`src/sri_pkg.sv`:
```
// Shared constants for the asynchronous static RAM controller.
// Assumes a 100 MHz ref_clk; all pin timing is expressed in whole cycles.
package sri_pkg;
	localparam int ADDR_W = 15;
	localparam int DATA_W = 8;
	localparam int CLK_PERIOD_NS = 10;
	// Slowest speed grade figures, in ns
	localparam int READ_CYCLE_TIME_NS = 35;
	localparam int WRITE_PULSE_NS = 30;
	localparam int DATA_SETUP_NS = 15;
	localparam int ACCESS_NS = 35;
	localparam int WRITE_RECOVERY_NS = 2;
	localparam int RETENTION_SELECT_SETUP_NS = 0;
	// Least times round up
	localparam int READ_CYCLE_CYC =
		(READ_CYCLE_TIME_NS + CLK_PERIOD_NS - 1) / CLK_PERIOD_NS;
	localparam int WRITE_PULSE_CYC =
		(WRITE_PULSE_NS + CLK_PERIOD_NS - 1) / CLK_PERIOD_NS;
	localparam int ACCESS_CYC =
		(ACCESS_NS + CLK_PERIOD_NS - 1) / CLK_PERIOD_NS;
	localparam int RECOVERY_CYC = (WRITE_RECOVERY_NS + CLK_PERIOD_NS - 1)
		/ CLK_PERIOD_NS;
	localparam int CNT_W = 4;
	typedef enum logic [2:0] {
		SRI_IDLE, SRI_READ, SRI_WRITE, SRI_RECOVER, SRI_RETAIN, SRI_WAKE
	} sri_state_e;
endpackage : sri_pkg

```
`src/sri_sync.sv`:
```
// Two-flop synchroniser for a level arriving from outside ref_clk.
// Assumes the input is a slowly changing level.
`timescale 1ns/100ps
`default_nettype none
module sri_sync #(
	parameter int WIDTH = 1
) (
	// Clock and reset
	input  wire logic             ref_clk,
	input  wire logic             srst,
	// Level in and out
	input  wire logic [WIDTH-1:0] async_in,
	output var  logic [WIDTH-1:0] sync_out
);
	logic [WIDTH-1:0] stage1;

	always_ff @(posedge ref_clk) begin
		if (srst) begin
			stage1   <= '0;
			sync_out <= '0;
		end else begin
			stage1   <= async_in;
			sync_out <= stage1;
		end
	end
endmodule : sri_sync
`default_nettype wire

```
`src/sri_ctrl.sv`:
```
// Controller that drives a 32K x 8 asynchronous static RAM by its pins.
// Assumes the RAM pins are joined directly; one request at a time on the
// user side, data lines resolved by the testbench from data_oe.
`timescale 1ns/100ps
`default_nettype none
module sri_ctrl #(
	parameter int ADDR_W = sri_pkg::ADDR_W,
	parameter int DATA_W = sri_pkg::DATA_W
) (
	// Clock and reset
	input  wire logic              ref_clk,
	input  wire logic              srst,
	// User request
	input  wire logic              req_valid,
	input  wire logic              req_write,
	input  wire logic [ADDR_W-1:0] req_addr,
	input  wire logic [DATA_W-1:0] req_wdata,
	output var  logic              req_ready,
	// User answer
	output var  logic              rsp_valid,
	output var  logic [DATA_W-1:0] rsp_rdata,
	// Power management
	input  wire logic              retain_req,
	input  wire logic              supply_good,
	output var  logic              retained,
	// RAM pins
	output var  logic [ADDR_W-1:0] address_lines,
	output var  logic              chip_sel_n,
	output var  logic              out_gate_n,
	output var  logic              write_strobe_n,
	input  wire logic [DATA_W-1:0] data_lines_in,
	output var  logic [DATA_W-1:0] data_lines_out,
	output var  logic              data_oe
);
	sri_pkg::sri_state_e state;
	sri_pkg::sri_state_e next_state;
	logic [sri_pkg::CNT_W-1:0] cnt;
	logic [DATA_W-1:0]         data_sync;
	logic                      supply_sync;

	localparam logic [sri_pkg::CNT_W-1:0] READ_LAST =
		sri_pkg::CNT_W'(sri_pkg::ACCESS_CYC);
	localparam logic [sri_pkg::CNT_W-1:0] WRITE_LAST =
		sri_pkg::CNT_W'(sri_pkg::WRITE_PULSE_CYC);
	localparam logic [sri_pkg::CNT_W-1:0] RECOVER_LAST =
		sri_pkg::CNT_W'(sri_pkg::RECOVERY_CYC);
	localparam logic [sri_pkg::CNT_W-1:0] WAKE_LAST =
		sri_pkg::CNT_W'(sri_pkg::READ_CYCLE_CYC);

	// Read data is taken two flops late, so the read strobe stays on three
	// more cycles than the access time; slower but metastability-safe.
	sri_sync #(.WIDTH(DATA_W + 1)) u_sync (
		.ref_clk  (ref_clk),
		.srst     (srst),
		.async_in ({supply_good, data_lines_in}),
		.sync_out ({supply_sync, data_sync})
	);

	wire in_idle   = (state == sri_pkg::SRI_IDLE);
	wire take_req  = in_idle && req_valid && !retain_req;
	wire read_done = (state == sri_pkg::SRI_READ) && (cnt == READ_LAST + 4'h2);
	wire cnt_done  = ((state == sri_pkg::SRI_WRITE) && (cnt == WRITE_LAST))
		|| ((state == sri_pkg::SRI_RECOVER) && (cnt == RECOVER_LAST))
		|| ((state == sri_pkg::SRI_WAKE) && (cnt == WAKE_LAST))
		|| read_done;

	always_comb begin
		next_state = state;
		unique case (state)
			sri_pkg::SRI_IDLE: begin
				if (retain_req)
					next_state = sri_pkg::SRI_RETAIN;
				else if (req_valid)
					next_state = req_write ? sri_pkg::SRI_WRITE
						: sri_pkg::SRI_READ;
			end
			sri_pkg::SRI_READ: begin
				if (cnt_done)
					next_state = sri_pkg::SRI_IDLE;
			end
			sri_pkg::SRI_WRITE: begin
				if (cnt_done)
					next_state = sri_pkg::SRI_RECOVER;
			end
			sri_pkg::SRI_RECOVER: begin
				if (cnt_done)
					next_state = sri_pkg::SRI_IDLE;
			end
			sri_pkg::SRI_RETAIN: begin
				if (!retain_req && supply_sync)
					next_state = sri_pkg::SRI_WAKE;
			end
			sri_pkg::SRI_WAKE: begin
				if (!supply_sync)
					next_state = sri_pkg::SRI_RETAIN;
				else if (cnt_done)
					next_state = sri_pkg::SRI_IDLE;
			end
		endcase
	end

	// Pin levels for the coming cycle; each pin is decoded from next_state
	wire next_read  = (next_state == sri_pkg::SRI_READ);
	wire next_write = (next_state == sri_pkg::SRI_WRITE);
	wire next_sel   = next_read || next_write;
	wire next_hold  = (next_state == sri_pkg::SRI_RECOVER);

	always_ff @(posedge ref_clk) begin
		if (srst) begin
			state <= sri_pkg::SRI_IDLE;
			cnt   <= '0;
		end else begin
			state <= next_state;
			cnt   <= (next_state != state) ? '0 : cnt + 4'h1;
		end
	end

	always_ff @(posedge ref_clk) begin
		if (srst) begin
			chip_sel_n     <= 1'b1;
			out_gate_n     <= 1'b1;
			write_strobe_n <= 1'b1;
			data_oe        <= 1'b0;
		end else begin
			// Select and strobe fall together and rise together, so the
			// write interval is exactly the strobe pulse.
			chip_sel_n     <= !next_sel;
			write_strobe_n <= !next_write;
			// Gate held high while writing keeps the RAM off the bus
			out_gate_n     <= !next_read;
			data_oe        <= next_write || next_hold;
		end
	end

	always_ff @(posedge ref_clk) begin
		if (srst) begin
			address_lines  <= '0;
			data_lines_out <= '0;
		end else if (take_req) begin
			address_lines  <= req_addr;
			data_lines_out <= req_wdata;
		end
	end

	always_ff @(posedge ref_clk) begin
		if (srst) begin
			req_ready <= 1'b0;
			rsp_valid <= 1'b0;
			rsp_rdata <= '0;
			retained  <= 1'b0;
		end else begin
			req_ready <= (next_state == sri_pkg::SRI_IDLE) && !take_req;
			rsp_valid <= read_done || ((state == sri_pkg::SRI_RECOVER)
				&& cnt_done);
			if (read_done)
				rsp_rdata <= data_sync;
			retained  <= (next_state == sri_pkg::SRI_RETAIN);
		end
	end
endmodule : sri_ctrl
`default_nettype wire

```
`config.mk`:
```
export PLATFORM = sky130hd
export DESIGN_NAME = sri_ctrl
export DESIGN_NICKNAME = d
export VERILOG_FILES = /design/src/sri_pkg.sv /design/src/sri_sync.sv /design/src/sri_ctrl.sv
export SDC_FILE = /design/constraint.sdc
export NUM_CORES = 1
export LEC_CHECK = 0
export ABC_CLOCK_PERIOD_IN_PS = 4800
export BUFFER_PORTS_ARGS = -buffer_cell sky130_fd_sc_hd__buf_2
export CAP_MARGIN = 15
export CORE_ASPECT_RATIO = 0.9
export CORE_MARGIN = 8
export CORE_UTILIZATION = 44
export CTS_CLUSTER_SIZE = 10
export DETAILED_ROUTE_END_ITERATION = 8
export GPL_ROUTABILITY_DRIVEN = 0
export PLACE_DENSITY = 0.76
export SLEW_MARGIN = 30
export SYNTH_ARGS = -nofsm -noshare
export SYNTH_HDL_FRONTEND = slang
export SYNTH_SLANG_ARGS = --single-unit
```
`constraint.sdc`:
```
create_clock -name ref_clk -period 4.8 [get_ports ref_clk]
set_input_delay 0.24 -clock ref_clk [delete_from_list [all_inputs] [get_ports ref_clk]]
set_output_delay 0.24 -clock ref_clk [all_outputs]
set_load 0.005 [all_outputs]
```
==> run metrics <==
#FFs+latches synth=63; most area-hungry cell type in the Yosys netlist=dfxtp_1; vias in the first global route=1818; hold_buf cts=0; first-pass GRT wire length=8400 µm; post-route cell area=2970 µm²; max incr delay on CP=0.65 ns; post-synthesis sequential area ratio=52.5%; Post-synth EDFFs=0; post-synthesis cell type count=46; Ant. Diodes=0; crit-path cells=mux2i_1 > o22ai_4 > a2111oi_2 > nor2b_4 > and3_1; Crit path arrival time=2.34 ns; Crit. path cell count=5; Sink Count=63; skew final=0.00821 ns; share of the synthesized area in the top cell type=52.5%; post-synthesis simple-gate area fraction=22.6%; die area=8080 µm²; post-CTS sizing=0; Port Buf Inserts=74; commonest non-fill, non-tap cell in the layout=buf_2; CTS Buf Count=9; ys flop type=dfxtp_1; RSZ-0062 raised after global routing=no; wirelength, routed=5210 µm; M1 wire length=2270 µm; Critical Path Start=state[2]; largest family of logic cells by synthesized area=simple AND/OR/NAND/NOR gates; via-per-instance ratio=4.79; Final Critical Period=2.06 ns; total power=1.21 mW; met3 wire len=443 µm; Lkg Pwr=1.33 nW; startpoint class of the critical path=register; crit path capture=retained; DP Area=2780 µm²; root buffer cell=clkbuf_8; synthesis-to-finish area growth=23.6%; r2r setup slk=2.74 ns; status=finished, final reports clean; WP buf/inv=0; final hold violations=0; Routed met2 length=2430 µm; Crit path required time=5.08 ns; gr ovfl total=0; clk_lat worst skew=0.34 ns; Initial Util=45.7%; FFs w/ async S/R, synth=0%; Max Cap Violations=0; Synth Area in Compound Gates=14.4%; Filler Cell Count=507; Slew headroom=47.9%; Post-Synthesis Cells=251; FF-to-FF path depth=5; Min-Delay Path Class=in -> reg; ratio of cells with drive above 1 in the final layout=32.5%; Synth area leaders=dfxtp_1 (53%), nand2_1 (8.0%), a21oi_1 (6.0%); remaining antenna violation count=0; via count=1882; final period utilization=42.9%; Mapped Avg Cell Area=9.57 µm²; die width=93.9 µm; xor-xnor portion of the synthesized cell area=0.729%; Netlist Area Pre-Place=2400 µm²; Reg area=1260 µm²; DR WL/cell=13.2 µm; R2R Path Start=state[2]; Crit Path Class=reg -> reg; H-Tree Depth=3; element type at the critical path end=register; Clock transition at path regs=0.07 ns; CP max-delay cell=dfxtp_1; synth warn=0; largest net degree at the start of global routing=57; CTS Buffer Depth=2; Final setup viols=0; adder-cell area share of the yosys netlist=2.08%; CTS tree=yes; P per Cell Area=406 nW/µm²; Net count, final=362; Multi-input gate area=1060 µm²; final-report max-slew violation count=0; commonest non-fill, non-tap cells in the layout=buf_2 (73), dfxtp_1 (63), nand2_1 (51), a21oi_1 (29), nor2b_1 (20); maximum clock rate=485 MHz; DR iter-0 viols=34; setup TNS=0 ns; io pins=75; number of antenna violations at the first check in global routing=0; crit-path max FO=16; setup bufs post-CTS=0; Top delay family on crit path=flip-flops; Max Used Layer=met4; GR Util All Layers=13.2%; maximum vdd drop=0.232 mV; Die Span Y=86.1 µm; First-pass DRT Iterations=4; # rows=25; post-synthesis mux area share=4.17%; core area=5260 µm²; HPWL after DPL=3700 µm; RR Endpoint=retained; worst-margin pin slew=0.781 ns; Mapped Nets=292; DRC Markers=0
[metrics by stage]
stage	hold WS [ns]	std cells	setup slack, ns	util (%)
final	0.111	393	2.74	56.5
after global routing	0.0943	393	2.59	56.5
after CTS	0.0906	393	2.72	56.5
after detailed placement	0.422	377	2.77	53.0
after global placement	0.416	377	2.80	53.0
after floorplan	0.368	251	2.99	-
[cell usage after synthesis, types with 2 or more instances]
master     n
dfxtp_1   63
nand2_1   51
a21oi_1   29
nor2b_1   20
nor2_1    13
mux2i_1   10
clkbuf_1   8
buf_2      6
a211oi_1   4
ha_1       4
inv_1      3
and2_1     2
nand3_1    2
nor3_1     2
nor3_2     2
or2_2      2
[where the power goes]
group	total (mW)	switching (mW)	leakage [nW]	internal, mW
Clock	0.420	0.203	0.0890	0.217
Combinational	0.196	0.105	0.724	0.0907
Sequential	0.591	0.0302	0.515	0.560
[logic make-up after synthesis]
family,count (synthesis)
AO/OA/AOI/OAI,48
XOR/XNOR,2
adder cells (fa/ha/maj),4
buffers and inverters,18
flip-flops,63
multiplexers,10
AND/OR/NAND/NOR,106
[flip-flops by register name (all words and copies together), names as in the netlist]
| name | count |
|---|---|
| u_sync.stage1 | 9 |
| rsp_rdata | 8 |
| data_lines_out | 8 |
| cnt | 4 |
| address_lines | 15 |
| write_strobe_n | 1 |
| rsp_valid | 1 |
| out_gate_n | 1 |
| req_ready | 1 |
| u_sync.sync_out | 9 |
| state | 3 |
| chip_sel_n | 1 |
| data_oe | 1 |
| retained | 1 |
[worst min-delay path by stage]
stage,startpoint,endpoint,slack [ns],cells after the start
after detailed placement,u_sync.stage1[6],u_sync.sync_out[6],0.42,1
after floorplan,data_lines_in[0],u_sync.stage1[0],0.37,1
after CTS,data_lines_in[1],u_sync.stage1[1],0.09,2
after global routing,data_lines_in[1],u_sync.stage1[1],0.09,2
after global placement,u_sync.stage1[6],u_sync.sync_out[6],0.42,1
final,data_lines_in[3],u_sync.stage1[3],0.11,2
[final cells by class]
type,instances,area share [%]
clock buffers,12,5.23
clock inverters,4,0.969
multi-input cells,170,35.6
well taps,67,2.82
flip-flops and latches,63,42.5
inverters,3,0.379
repair buffers,74,12.6
[per-layer routing]
layer | GRT usage, % | vias up
li1 | - | 977
met1 | 14.5 | 838
met2 | 20.9 | 59
met3 | 6.54 | 8
met4 | 6.04 | 0
met5 | 0 | -
Power figures use the tool's default switching activity.
